--- config.mk ---
export PLATFORM = sky130hd
export DESIGN_NAME = car_regs
export DESIGN_NICKNAME = d
export VERILOG_FILES = /design/src/inc/car_pkg.sv /design/src/inc/car_sp_if.sv /design/src/core/car_regs.sv /design/src/core/car_stack_unit.sv
export VERILOG_INCLUDE_DIRS = /design/src /design/src/inc
export SDC_FILE = /design/constraint.sdc
export NUM_CORES = 2
export LEC_CHECK = 0
export BUFFER_PORTS_ARGS = -buffer_cell sky130_fd_sc_hd__buf_2
export CAP_MARGIN = 25
export CORE_MARGIN = 2
export CORE_UTILIZATION = 55
export CTS_CLUSTER_SIZE = 28
export DETAILED_ROUTE_END_ITERATION = 16
export PLACE_DENSITY_LB_ADDON = 0.12
export SYNTH_ARGS = -nofsm -noshare
export SYNTH_HDL_FRONTEND = slang
export SYNTH_SLANG_ARGS = --single-unit
--- constraint.sdc ---
create_clock -name mclk -period 17.1 [get_ports mclk]
set_input_delay 0.855 -clock mclk [delete_from_list [all_inputs] [get_ports mclk]]
set_output_delay 0.855 -clock mclk [all_outputs]
set_load 0.01 [all_outputs]
--- src/inc/car_params.svh ---
// Purpose: Constants for the CPU architectural register block
// Assumes: Included by design files by bare name
// Notes:   Undefined reset bits of the flags register are taken as zero
`ifndef CAR_PARAMS_SVH
`define CAR_PARAMS_SVH

// Stack pointer layout and reset
`define CAR_SP_HIGH       8'h01
`define CAR_SP_LOW_RESET  8'hFF
`define CAR_SP_RESET      16'h01FF
`define CAR_STACK_DEPTH   256

// Flags register reset pattern and bit positions
`define CAR_FLAGS_RESET   8'hE8
`define CAR_BIT_PRIO_HI   5
`define CAR_BIT_HALF      4
`define CAR_BIT_PRIO_LO   3
`define CAR_BIT_SIGN      2
`define CAR_BIT_ZERO      1
`define CAR_BIT_CARRY     0

// Stack bytes used by calls and interrupts
`define CAR_CALL_BYTES    3'h2
`define CAR_IRQ_BYTES     3'h5

// Accumulator, index and program counter reset values
`define CAR_DATA_RESET    8'h00
`define CAR_PC_RESET      16'h0000

`endif

--- src/inc/car_pkg.sv ---
// Purpose: Types for the CPU architectural register block
// Assumes: Constants live in car_params.svh
// Notes:   Operation codes are the instruction effects this block sees
package car_pkg;

  typedef enum logic [4:0] {
    OP_NOP,
    OP_LOAD_A,
    OP_LOAD_X,
    OP_LOAD_Y,
    OP_ADD,
    OP_ADD_CARRY,
    OP_SUB,
    OP_RESULT,
    OP_SET_CARRY,
    OP_CLEAR_CARRY,
    OP_IRQ_UNMASK,
    OP_IRQ_MASK,
    OP_HALT,
    OP_WAIT_IRQ,
    OP_PUSH_FLAGS,
    OP_POP_FLAGS,
    OP_CALL,
    OP_RETURN,
    OP_JUMP,
    OP_IRQ_ENTRY,
    OP_IRQ_RETURN,
    OP_STACK_RESET,
    OP_LOAD_STACK_LOW
  } car_op_e;

  typedef enum logic [2:0] {
    SEQ_IDLE,
    SEQ_IRQ_IN,
    SEQ_IRQ_OUT,
    SEQ_CALL,
    SEQ_RET
  } car_seq_e;

  typedef logic [7:0] car_byte_t;

endpackage

--- src/inc/car_sp_if.sv ---
// Purpose: Carrier between register core and stack pointer unit
// Assumes: One request at most per cycle
// Notes:   sp_pop is the pre-incremented address used for pops
`timescale 1ns/1ps
interface car_sp_if;
  logic        push;
  logic        pop;
  logic        reset_sp;
  logic        load;
  logic [7:0]  load_data;
  logic [15:0] sp;
  logic [15:0] sp_pop;

  modport core (output push, pop, reset_sp, load, load_data,
                input  sp, sp_pop);
  modport unit (input  push, pop, reset_sp, load, load_data,
                output sp, sp_pop);
endinterface

--- src/core/car_regs.sv ---
// Purpose: Architectural registers of an 8-bit core with stack engine
// Assumes: Instruction decode drives op/op_valid; ops taken when not busy
// Notes:   Multi-byte stack sequences move one byte per cycle
// Behaviour
// RL1 - Registers reached by operations, never by addresses
// RL2 - Accumulator is 8 bits, holds results
// RL3 - Two 8-bit index registers
// RL4 - Second index untouched by interrupt entry/exit
// RL5 - 16-bit program counter from two bytes
// RL6 - Flags reset 111x1xxx
// RL7 - Flags pushed and popped by instructions
// RL8 - Half carry from bit 3 on add
// RL9 - Sign flag copies result bit 7
// RL10 - Zero flag set on zero result
// RL11 - Carry set on overflow or borrow
// RL12 - Set and clear carry operations
// RL13 - Priority encoding in bits 5 and 3
// RL14 - Interrupt entry loads priority bits
// RL15 - Mask, unmask, return, halt, wait change priority
// RL16 - 16-bit stack pointer, upper byte fixed
// RL17 - Post-decrement push, pre-increment pop
// RL18 - Stack pointer reset to 01FF
// RL19 - Stack pointer wraps silently
// RL20 - Stack low byte directly loadable
// RL21 - Interrupt pushes low PC byte first
// RL22 - Call uses two bytes, interrupt five
// RL23 - Entry order PROG_COUNTER_LOW, PROG_COUNTER_HIGH, X, A, flags
`timescale 1ns/1ps
`include "car_params.svh"
module car_regs
  import car_pkg::*;
(
  // Clock and reset
  input  wire logic        mclk,
  input  wire logic        rst,
  // Operation request
  input  wire car_op_e     op,
  input  wire logic        op_valid,
  input  wire logic [7:0]  operand,
  input  wire logic        carry_in,
  input  wire logic        carry_valid,
  input  wire logic [15:0] target,
  input  wire logic [1:0]  irq_prio,
  output logic             busy,
  // Register state
  output logic [7:0]       work_accumulator,
  output logic [7:0]       first_index_reg,
  output logic [7:0]       second_index_reg,
  output logic [15:0]      prog_counter,
  output logic [7:0]       flags_reg,
  output logic [15:0]      stack_ptr
);

  car_sp_if sp_io ();

  car_stack_unit u_stack (
    .mclk  (mclk),
    .rst   (rst),
    .sp_io (sp_io)
  );

  // Stack RAM kept local: core registers have no memory address
  car_byte_t   stk_mem [0:`CAR_STACK_DEPTH-1]; // see RL1

  car_seq_e    seq_q, seq_d;
  logic [2:0]  cnt_q, cnt_d;
  logic [7:0]  acc_q, acc_d;
  logic [7:0]  ix_q, ix_d;
  logic [7:0]  iy_q, iy_d;
  logic [15:0] pc_q, pc_d;
  logic [7:0]  cc_q, cc_d;
  logic [15:0] tgt_q, tgt_d;
  logic [1:0]  prio_q, prio_d;
  logic        mem_we;
  car_byte_t   mem_wdata;
  car_byte_t   pop_byte;
  logic        take;
  logic [8:0]  sum9;
  logic [4:0]  half5;
  logic        cin;
  logic [7:0]  res;

  assign busy     = (seq_q != SEQ_IDLE);
  assign take     = op_valid && !busy;
  assign pop_byte = stk_mem[sp_io.sp_pop[7:0]];

  // Set flags from a result: sign and zero always
  function automatic logic [7:0] nz_flags(input logic [7:0] cc,
                                          input logic [7:0] r);
    logic [7:0] f;
    f = cc;
    f[`CAR_BIT_SIGN] = r[7]; // see RL9
    f[`CAR_BIT_ZERO] = (r == 8'h00); // see RL10
    return f;
  endfunction

  // ALU datapath for add, add with carry and subtract
  always_comb begin
    cin   = (op == OP_ADD_CARRY) ? cc_q[`CAR_BIT_CARRY] : 1'b0;
    sum9  = 9'h000;
    half5 = 5'h00;
    res   = operand;
    if (op == OP_SUB) begin
      sum9 = {1'b0, acc_q} - {1'b0, operand};
      res  = sum9[7:0];
    end else if (op == OP_ADD || op == OP_ADD_CARRY) begin
      sum9  = {1'b0, acc_q} + {1'b0, operand} + {8'h00, cin};
      half5 = {1'b0, acc_q[3:0]} + {1'b0, operand[3:0]} + {4'h0, cin};
      res   = sum9[7:0];
    end
  end

  always_comb begin
    seq_d     = seq_q;
    cnt_d     = cnt_q;
    acc_d     = acc_q;
    ix_d      = ix_q;
    iy_d      = iy_q;
    pc_d      = pc_q;
    cc_d      = cc_q;
    tgt_d     = tgt_q;
    prio_d    = prio_q;
    mem_we    = 1'b0;
    mem_wdata = 8'h00;
    sp_io.push      = 1'b0;
    sp_io.pop       = 1'b0;
    sp_io.reset_sp  = 1'b0;
    sp_io.load      = 1'b0;
    sp_io.load_data = operand;
    case (seq_q)
      SEQ_IDLE: begin
        if (take) begin
          case (op)
            OP_LOAD_A: begin
              acc_d = operand; // see RL2
              cc_d  = nz_flags(cc_q, operand);
            end
            OP_LOAD_X: begin
              ix_d = operand; // see RL3
              cc_d = nz_flags(cc_q, operand);
            end
            OP_LOAD_Y: begin
              iy_d = operand; // see RL3
              cc_d = nz_flags(cc_q, operand);
            end
            OP_ADD, OP_ADD_CARRY, OP_SUB, OP_RESULT: begin
              acc_d = res; // see RL2
              cc_d  = nz_flags(cc_q, res);
              if (op != OP_RESULT) begin
                cc_d[`CAR_BIT_CARRY] = sum9[8]; // see RL11
              end else if (carry_valid) begin
                cc_d[`CAR_BIT_CARRY] = carry_in; // see RL11
              end
              if (op != OP_SUB && op != OP_RESULT) begin
                cc_d[`CAR_BIT_HALF] = half5[4]; // see RL8
              end
            end
            OP_SET_CARRY: cc_d[`CAR_BIT_CARRY] = 1'b1; // see RL12
            OP_CLEAR_CARRY: cc_d[`CAR_BIT_CARRY] = 1'b0; // see RL12
            OP_IRQ_UNMASK, OP_HALT, OP_WAIT_IRQ: begin
              // Level 0: hi set, lo clear
              cc_d[`CAR_BIT_PRIO_HI] = 1'b1; // see RL13 see RL15
              cc_d[`CAR_BIT_PRIO_LO] = 1'b0; // see RL15
            end
            OP_IRQ_MASK: begin
              cc_d[`CAR_BIT_PRIO_HI] = 1'b1; // see RL13 see RL15
              cc_d[`CAR_BIT_PRIO_LO] = 1'b1; // see RL15
            end
            OP_PUSH_FLAGS: begin
              mem_we     = 1'b1; // see RL7
              mem_wdata  = cc_q;
              sp_io.push = 1'b1;
            end
            OP_POP_FLAGS: begin
              cc_d      = pop_byte; // see RL7 see RL15
              sp_io.pop = 1'b1;
            end
            OP_JUMP: pc_d = target; // see RL5
            OP_CALL: begin
              tgt_d = target;
              cnt_d = 3'h0;
              seq_d = SEQ_CALL;
            end
            OP_RETURN: begin
              cnt_d = 3'h0;
              seq_d = SEQ_RET;
            end
            OP_IRQ_ENTRY: begin
              tgt_d  = target;
              prio_d = irq_prio;
              cnt_d  = 3'h0;
              seq_d  = SEQ_IRQ_IN;
            end
            OP_IRQ_RETURN: begin
              cnt_d = 3'h0;
              seq_d = SEQ_IRQ_OUT;
            end
            OP_STACK_RESET: sp_io.reset_sp = 1'b1; // see RL18
            OP_LOAD_STACK_LOW: sp_io.load = 1'b1; // see RL20
            default: begin
            end
          endcase
        end
      end
      SEQ_IRQ_IN: begin
        // Second index is never part of the saved context
        mem_we     = 1'b1; // see RL4
        sp_io.push = 1'b1; // see RL21
        case (cnt_q)
          3'h0:    mem_wdata = pc_q[7:0]; // see RL21 see RL23
          3'h1:    mem_wdata = pc_q[15:8]; // see RL23
          3'h2:    mem_wdata = ix_q; // see RL23
          3'h3:    mem_wdata = acc_q; // see RL23
          default: mem_wdata = cc_q; // see RL23
        endcase
        cnt_d = cnt_q + 3'h1;
        if (cnt_q == `CAR_IRQ_BYTES - 3'h1) begin // see RL22
          pc_d = tgt_q;
          cc_d[`CAR_BIT_PRIO_HI] = prio_q[1]; // see RL14
          cc_d[`CAR_BIT_PRIO_LO] = prio_q[0]; // see RL14
          seq_d = SEQ_IDLE;
        end
      end
      SEQ_IRQ_OUT: begin
        sp_io.pop = 1'b1;
        case (cnt_q)
          3'h0:    cc_d = pop_byte; // see RL15 see RL23
          3'h1:    acc_d = pop_byte; // see RL23
          3'h2:    ix_d = pop_byte; // see RL23
          3'h3:    pc_d[15:8] = pop_byte; // see RL23
          default: pc_d[7:0] = pop_byte; // see RL23
        endcase
        cnt_d = cnt_q + 3'h1;
        if (cnt_q == `CAR_IRQ_BYTES - 3'h1) begin // see RL22
          seq_d = SEQ_IDLE;
        end
      end
      SEQ_CALL: begin
        mem_we     = 1'b1;
        sp_io.push = 1'b1;
        mem_wdata  = (cnt_q == 3'h0) ? pc_q[7:0] : pc_q[15:8];
        cnt_d      = cnt_q + 3'h1;
        if (cnt_q == `CAR_CALL_BYTES - 3'h1) begin // see RL22
          pc_d  = tgt_q;
          seq_d = SEQ_IDLE;
        end
      end
      SEQ_RET: begin
        sp_io.pop = 1'b1;
        pc_d = (cnt_q == 3'h0) ? {pop_byte, pc_q[7:0]}
                               : {pc_q[15:8], pop_byte};
        cnt_d = cnt_q + 3'h1;
        if (cnt_q == `CAR_CALL_BYTES - 3'h1) begin // see RL22
          seq_d = SEQ_IDLE;
        end
      end
      default: seq_d = SEQ_IDLE;
    endcase
  end

  always_ff @(posedge mclk or posedge rst) begin
    if (rst) begin
      seq_q  <= SEQ_IDLE;
      cnt_q  <= 3'h0;
      acc_q  <= `CAR_DATA_RESET;
      ix_q   <= `CAR_DATA_RESET;
      iy_q   <= `CAR_DATA_RESET;
      pc_q   <= `CAR_PC_RESET;
      cc_q   <= `CAR_FLAGS_RESET; // see RL6
      tgt_q  <= `CAR_PC_RESET;
      prio_q <= 2'h0;
    end else begin
      seq_q  <= seq_d;
      cnt_q  <= cnt_d;
      acc_q  <= acc_d;
      ix_q   <= ix_d;
      iy_q   <= iy_d;
      pc_q   <= pc_d;
      cc_q   <= cc_d;
      tgt_q  <= tgt_d;
      prio_q <= prio_d;
    end
  end

  // Write at the current pointer, before it moves down
  always_ff @(posedge mclk) begin
    if (mem_we) begin
      stk_mem[sp_io.sp[7:0]] <= mem_wdata; // see RL17
    end
  end

  assign work_accumulator = acc_q;
  assign first_index_reg  = ix_q;
  assign second_index_reg = iy_q;
  assign prog_counter     = pc_q;
  assign flags_reg        = cc_q;
  assign stack_ptr        = sp_io.sp;

  a_half_carry_add: assert property (@(posedge mclk) disable iff (rst) // see RL8
    (take && op == OP_ADD) |=> flags_reg[4] ==
      ((5'({1'b0, $past(acc_q[3:0])}) + 5'({1'b0, $past(operand[3:0])}))
        > 5'h0F))
    else $error("half carry wrong after add");
  a_sign_zero: assert property (@(posedge mclk) disable iff (rst) // see RL9
    (take && (op == OP_ADD || op == OP_SUB || op == OP_RESULT)) |=>
      flags_reg[2] == work_accumulator[7] &&
      flags_reg[1] == (work_accumulator == 8'h00))
    else $error("sign or zero flag disagrees with result");
  a_carry_force: assert property (@(posedge mclk) disable iff (rst) // see RL12
    (take && op == OP_SET_CARRY) |=> flags_reg[0] ##1
      (!$past(take) || $past(op) != OP_CLEAR_CARRY || !flags_reg[0]))
    else $error("carry force failed");
  a_sub_borrow: assert property (@(posedge mclk) disable iff (rst) // see RL11
    (take && op == OP_SUB && operand > acc_q) |=> flags_reg[0])
    else $error("borrow not flagged");
  a_irq_five_bytes: assert property (@(posedge mclk) disable iff (rst) // see RL22
    (take && op == OP_IRQ_ENTRY) |=> busy[*5] ##1
      (!busy && stack_ptr[7:0] == $past(stack_ptr[7:0], 6) - 8'h05))
    else $error("interrupt entry did not use five stack bytes");
  a_call_two_bytes: assert property (@(posedge mclk) disable iff (rst) // see RL22
    (take && op == OP_CALL) |=> busy[*2] ##1
      (!busy && stack_ptr[7:0] == $past(stack_ptr[7:0], 3) - 8'h02))
    else $error("call did not use two stack bytes");
  a_irq_prio_load: assert property (@(posedge mclk) disable iff (rst) // see RL14
    (take && op == OP_IRQ_ENTRY) ##5 1'b1 |=>
      {flags_reg[5], flags_reg[3]} == $past(irq_prio, 6))
    else $error("priority bits not loaded on entry");
  a_y_untouched: assert property (@(posedge mclk) disable iff (rst) // see RL4
    busy |=> $stable(second_index_reg))
    else $error("second index changed during stack sequence");
  a_sp_reset_op: assert property (@(posedge mclk) disable iff (rst) // see RL18
    (take && op == OP_STACK_RESET) |=> stack_ptr == 16'h01FF)
    else $error("stack reset did not restore pointer");
  a_unmask_level: assert property (@(posedge mclk) disable iff (rst) // see RL15
    (take && op == OP_IRQ_UNMASK) |=> flags_reg[5] && !flags_reg[3])
    else $error("unmask did not select level 0");

endmodule

--- src/core/car_stack_unit.sv ---
// Purpose: Stack pointer with fixed upper byte
// Assumes: Requests are mutually exclusive, reset_sp wins if not
// Notes:   Low byte wraps silently in both directions
`timescale 1ns/1ps
`include "car_params.svh"
module car_stack_unit
  import car_pkg::*;
(
  // Clock and reset
  input wire logic mclk,
  input wire logic rst,
  // Requests from the core
  car_sp_if.unit   sp_io
);

  logic [7:0] low_q;
  logic [7:0] low_d;

  always_comb begin
    low_d = low_q;
    if (sp_io.reset_sp) begin
      low_d = `CAR_SP_LOW_RESET; // see RL18
    end else if (sp_io.load) begin
      low_d = sp_io.load_data; // see RL20
    end else if (sp_io.push) begin
      low_d = low_q - 8'h01; // see RL17 see RL19
    end else if (sp_io.pop) begin
      low_d = low_q + 8'h01; // see RL17 see RL19
    end
  end

  always_ff @(posedge mclk or posedge rst) begin
    if (rst) begin
      low_q <= `CAR_SP_LOW_RESET; // see RL18
    end else begin
      low_q <= low_d;
    end
  end

  // Upper byte is wired, never stored
  assign sp_io.sp     = {`CAR_SP_HIGH, low_q}; // see RL16
  assign sp_io.sp_pop = {`CAR_SP_HIGH, low_q + 8'h01};

  a_sp_push_wrap: assert property (@(posedge mclk) disable iff (rst) // see RL19
    (sp_io.push && !sp_io.reset_sp && !sp_io.load && low_q == 8'h00)
      |=> low_q == 8'hFF)
    else $error("stack pointer did not wrap on push");

  a_sp_pop_wrap: assert property (@(posedge mclk) disable iff (rst) // see RL19
    (sp_io.pop && !sp_io.push && !sp_io.reset_sp && !sp_io.load
      && low_q == 8'hFF) |=> low_q == 8'h00)
    else $error("stack pointer did not wrap on pop");

  a_sp_upper_fixed: assert property (@(posedge mclk) disable iff (rst) // see RL16
    sp_io.sp[15:8] == 8'h01)
    else $error("stack pointer upper byte moved");

endmodule

# Yosys cells after proc, flatten, opt, wreduce, memory -nomap -nowiden

Memories as Yosys holds them, arrays and structs flattened.
Cells that the tools add are included.
W data, S select, Z words.

Equal/unequal tests: 57
Add/sub/neg operators: 8
Reductions and logical operators: 41
Muxes and demuxes: 72

Operators with widths:

| operator             | number |
|---|---|
| $mux W8              | 18 |
| $mux W16             | 5 |
| $pmux W16 S5         | 1 |
| $pmux W8 S2          | 3 |
| $eq A5 B4 Y1 const B | 8 |
| $eq A5 B5 Y1 const B | 7 |
| $pmux W8 S4          | 1 |
| $pmux W8 S3          | 1 |
| $eq A5 B3 Y1 const B | 4 |
| $reduce_and A4 Y1    | 5 |
| $reduce_and A5 Y1    | 4 |
| $reduce_or A4 Y1     | 5 |
| $mux W1              | 18 |
| $mux W9              | 2 |
| $ne A2 B2 Y1 const B | 9 |
| $logic_not A8 Y1     | 2 |
| $mux W3              | 5 |
| $ne A2 B1 Y1 const B | 7 |
| $reduce_and A7 Y1    | 2 |
| $eq A3 B2 Y1 const B | 4 |
| $pmux W3 S2          | 2 |
| $pmux W3 S4          | 1 |
| $reduce_and A3 Y1    | 4 |
| $eq A5 B2 Y1 const B | 2 |
| other kinds (37)     | 58 |

Output and inout port bits: 65
Input bits: 36
Memories: 1
RAM bits: 2048
Logic and storage cells: 195
Bits in registers: 80

Memory list:

| name    | words | width | rd ports | clocked after Yosys merged registers in | wr ports | RTL line       | text |
|---|---|---|---|---|---|---|---|
| stk_mem | 256   | 8     | 1        | 0                                       | 1        | car_regs.sv:63 | `` car_byte_t stk_mem [0:`CAR_STACK_DEPTH-1]; `` |

# Logic depth before layout (Yosys ltp)

Word-level depth: 9
Mapped depth: 19
Mapped depth without buffers: 15

# By module

A second synthesis with hierarchy kept.

Cells, all modules: 4360
Area total of the unflattened synthesis: 84800.1 µm²

Modules (own cells, without submodules):

| module         | seq. area each (µm²) | area an instance (µm²) | instances | cells an instance |
|---|---|---|---|---|
| car_regs       | 63305.7              | 83954.3                | 1         | 4256 |
| car_stack_unit | 210.2                | 845.8                  | 1         | 104 |

# Worst setup path before layout

OpenSTA, ideal clock, no wires.

Path type: register to register
From: register cnt_q[0]
To: memory stk_mem[0][0] (netlist bit) (data pin)
Arrival time: 8530 ps
Setup time: 1626 ps
Cell stages (with the launch flop): 7
Clock period less this slack: 10156 ps
Setup slack: 6944 ps
Buffers on the path: 1
Data required time: 15474 ps
Cells stage by stage: dfrtp_1 inv_1 ha_1 nor2b_1 clkbuf_1 mux2i_1 o221ai_1

Word-level cells in the longest chain between the ends: 3
Elaborated cells between the ends (all ways): 7
Those cells by class: 3 x eq/ne; 3 x mux; 1 x reduce/logical

RTL lines:

| what                                   | RTL line                         | text |
|---|---|---|
| from (decl)                            | car_regs.sv:66                   | `logic [2:0] cnt_q, cnt_d;` |
| from (signal assigned)                 | car_regs.sv:274                  | `cnt_q <= cnt_d;` |
| $eq A3 B2 Y1 (tied with other cells)   | car_regs.sv:209                  | `case (cnt_q)` |
| $pmux W8 S4 or $mux W8 (tied branches) | car_regs.sv:209, car_regs.sv:241 |  |
| $pmux W8 S3 (*)                        | car_regs.sv:130                  | `case (seq_q)` |
| net mem_wdata[0]                       | car_regs.sv:75                   | `car_byte_t mem_wdata;` |
| to (decl)                              | car_regs.sv:63                   |  |

The timed path passes the listed nets; every way through them passes the cells marked *.

# Worst setup path in the final report

From: register u_stack.low_q[0]
To: register ix_q[4] (netlist: first_index_reg[4])

Word-level cells in the longest chain between the ends: 4

RTL lines:

| what                   | RTL line             | text |
|---|---|---|
| from (decl)            | car_stack_unit.sv:16 | `logic [7:0] low_q;` |
| from (signal assigned) | car_stack_unit.sv:34 | `` low_q <= `CAR_SP_LOW_RESET; `` |
| from (signal assigned) | car_stack_unit.sv:36 | `low_q <= low_d;` |
| $add A8 B1 Y8          | car_stack_unit.sv:42 | `` assign sp_io.sp_pop = {`CAR_SP_HIGH, low_q + 8'h01}; `` |
| $mem_v2 Z256 W8        | n/a                  |  |
| $mux W8                | car_regs.sv:226      | `case (cnt_q)` |
| $pmux W8 S2            | car_regs.sv:130      |  |
| to (signal assigned)   | car_regs.sv:266      | `` ix_q <= `CAR_DATA_RESET; `` |
| to (signal assigned)   | car_regs.sv:276      | `ix_q <= ix_d;` |
| to (decl)              | car_regs.sv:68       | `logic [7:0] ix_q, ix_d;` |

No other way between the ends. The select of a mux whose other input is x is not followed.
A chain may end at the register's enable or synchronous reset.

==> results.md <==
* Final core utilization at just over 60%
* Place WS at between 10000 and 15000 ps
* Clock transition at path regs at ~60 ps
* Root Buffer: clkbuf_16
* Setup WS post-layout at 10690 ps
* Hold Path Class: in2reg
* Worst EP required at about 18000 ps
* Maxcap violations at 0
* Cell Area, Placed at approximately 88000 sq um
* Synth unique cells at 86
* Routed WL at roughly 220000 um
* Hold_ws at 267 ps
* DRC Markers at 0
* Post-synth EDFFs at approximately 2000
* Routed Antenna Nets at 0
* Clock skew at between 40 and 50 ps
* Final non-filler cell area at roughly 95000 sq um
* Final #Nets at about 4600
* Synth top area cells: edfxtp_1 (72%), mux4_2 (15%), dfrtp_1 (2.0%), nand2_1 (1.6%), nor2_1 (1.4%)
* Yosys reg bits at 2128
* Total GRT Usage at roughly 28%
* Setup crit start kind: flop
* Cells after Synth at between 4000 and 5000
* Pwr per Cell Area at 199 nW/um^2
* Die height at approximately 400 um
* Clk_lat worst skew at between 800 and 900 ps
* CTS-repair resized insts at 0
* Die ar. at around 160000 sq um
* Vias per Instance at 6.60
* Post-synthesis sequential area ratio at 74.5%
* Max clock buf depth at 3
* Final setup fails at 0
* Most used flip-flop cell after synthesis: edfxtp_1
* Area of the core at approximately 150000 sq um
* RSZ-0062 raised after global routing: no
* Vias in the first global route at about 44000
* Met3 wire length at ~22000 um
* Syn Area/Cell at 19.6 sq um
* Highest clock rate at roughly 0.16 GHz
* Max FO, Critical Path at 118
* CTS sink cnt at 2128
* Crit Path Class: reg2reg
* Worst-margin pin slew at 1210 ps
* Cts hold-fix bufs at 1
* Period minus WS final at 6410 ps
* Routability Congestion at approximately 0.96
* Post-synthesis cell area at ~85000 sq um
* CTS tree: built
* TNS Setup at 0 ps
* Routed met1 length at around 90000 um
* Dominant cell type by area after synthesis: edfxtp_1
* Antenna violations before repair at 4
* Async SR Flop Fraction at between 3 and 4%
* Layout fillers at 10800
* Largest net degree at the start of global routing at approximately 190
* Worst EP arrival at roughly 7100 ps
* Setup crit end kind: flop
* Max-slew violations at 0
* Port bufs at ~90
* Postcts setup bufs at 0
* DRT Pass-1 Iters at 9
* Slew headroom at about 17%
* Peak supply drop at 0.343 mV
* Leak pwr at approximately 0.030 uW
* Hold Vio Cnt, Final at 0
* Crit share post-route at a little under two fifths
* Top-area cell type share of the netlist area at slightly above 70%
* Yosys warnings at 0
* DR top layer: met5
* Wire length of the first global-routing pass at 318000 um
* Wire length on met2 at around 100000 um
* CTS H-Tree Depth at 4
* Status: completed
* Drt initial violations at between 5000 and 6000
* Routed vias at around 44000
* Initial Util at a little under three fifths
* Commonest non-fill, non-tap cell in the layout: edfxtp_1
* Routed len/inst at about 33 um
* Largest register FFs at 2048
* IO Pins at between 100 and 150
* Number of placement rows at about 140
* TritonCTS buffer count at roughly 210
* Total grt overflow at 0
* Die X at about 400 um
* Commonest non-fill, non-tap cells in the layout: edfxtp_1 (2048), mux4_2 (552), nand2_1 (360)
* Area delta synth->final at 11.2%
* Share of cells above drive strength 1 at between 20% and 30%
* DP Wirelength at around 130000 um
-- cell type report --
| cell class | instances | area, sq um | area share (%) |
|---|---|---|---|
| clock buffers | 276 | 5550 | 5.86 |
| repair buffers | 194 | 1490 | 1.57 |
| multi-input cells | 1951 | 20600 | 21.8 |
| clock inverters | 111 | 970 | 1.02 |
| flip-flops and latches | 2128 | 63500 | 67.0 |
| inverters | 28 | 106 | 0.112 |
| well taps | 2044 | 2560 | 2.70 |
| diodes | 1 | 2.50 | 0.00264 |
-- worst paths after layout --
kind | startpoint | end | slack (ps) | cells past startpoint
worst max-delay path | u_stack.low_q[0]$_DFFE_PP1P_ | first_index_reg[4]$_DFFE_PP0P_ | 10690 | 11
worst max register to register | u_stack.low_q[0]$_DFFE_PP1P_ | first_index_reg[4]$_DFFE_PP0P_ | 10690 | 11
min in group asynchronous | rst | second_index_reg[0]$_DFFE_PP0P_ | 480 | 3
max in group asynchronous | rst | prog_counter[6]$_DFFE_PP0P_ | 15380 | 4
worst min register to register | second_index_reg[4]$_DFFE_PP0P_ | second_index_reg[4]$_DFFE_PP0P_ | 470 | 2
worst min-delay path | irq_prio[0] | prio_q[0]$_DFFE_PP0P_ | 270 | 2
-- critical path, stage by stage (launching register included) --
cell and delay [ps]:
dfstp_4 1070, inv_1 210, ha_4 740, buf_4 780, buf_12 560, mux4_2 420
mux4_2 530, a22o_1 320, a221oi_1 740, a22oi_1 260, o21ai_2 220, o221ai_1 170
-- synth_stat cells, types with 7 or more instances --
cell type and count:
edfxtp_1 2048, mux4_2 552, nand2_1 374, nor2_1 324, clkbuf_1 114, nand3_1 90
dfrtp_1 68, mux2i_1 65, buf_4 59, buf_2 58, o21ai_0 49, a21oi_1 43
nand4_1 40, a32oi_1 30, o221ai_1 29, a22oi_1 28, inv_1 27, ha_1 25
mux2_2 25, nor3_1 24, a221oi_1 19, a31oi_1 19, nor2b_1 19, buf_1 16
dfstp_2 12, and3_1 11, xnor2_1 11, nand2b_1 10, xor2_1 10, a222oi_1 9
a22o_1 9, buf_6 9, o22ai_1 9, o21ai_1 8, a221o_1 7
-- through the flow --
step | instances | power (uW)
after CTS | 6723 | 18800
final | 6733 | 18800
after detailed placement | 6335 | 14500
after global routing | 6732 | 19400
after floorplan | 4364 | 12000
after global placement | 6330 | 14400
-- power by group --
group          internal (uW)  total (uW)  leakage, uW  switching [uW]
clock network           2460        4400      0.00317            1930
registers               6590        6820       0.0198             231
logic                   2730        7620      0.00748            4890
total                  11800       18800       0.0305            7050
-- per-layer routing --
metal  vias to the layer above  track usage (%)
met2                      2373             42.1
met1                     23500             41.9
met3                       408             6.21
li1                      18200                -
met5                         -                0
met4                         2             9.96
-- logic make-up (layout without fill, tap and decap cells) --
group | count (synthesis) | count (layout) | synth area share (%)
AO/OA/AOI/OAI | 325 | 325 | 2.84
XOR/XNOR | 23 | 23 | 0.267
adder cells (fa/ha/maj) | 28 | 28 | 0.437
buffers and inverters | 285 | 609 | 1.69
flip-flops | 2128 | 2128 | 74.5
multiplexers | 642 | 642 | 15.7
other | 2 | 9 | 0.00880
AND/OR/NAND/NOR | 925 | 925 | 4.63
Power figures use the tool's default switching activity.
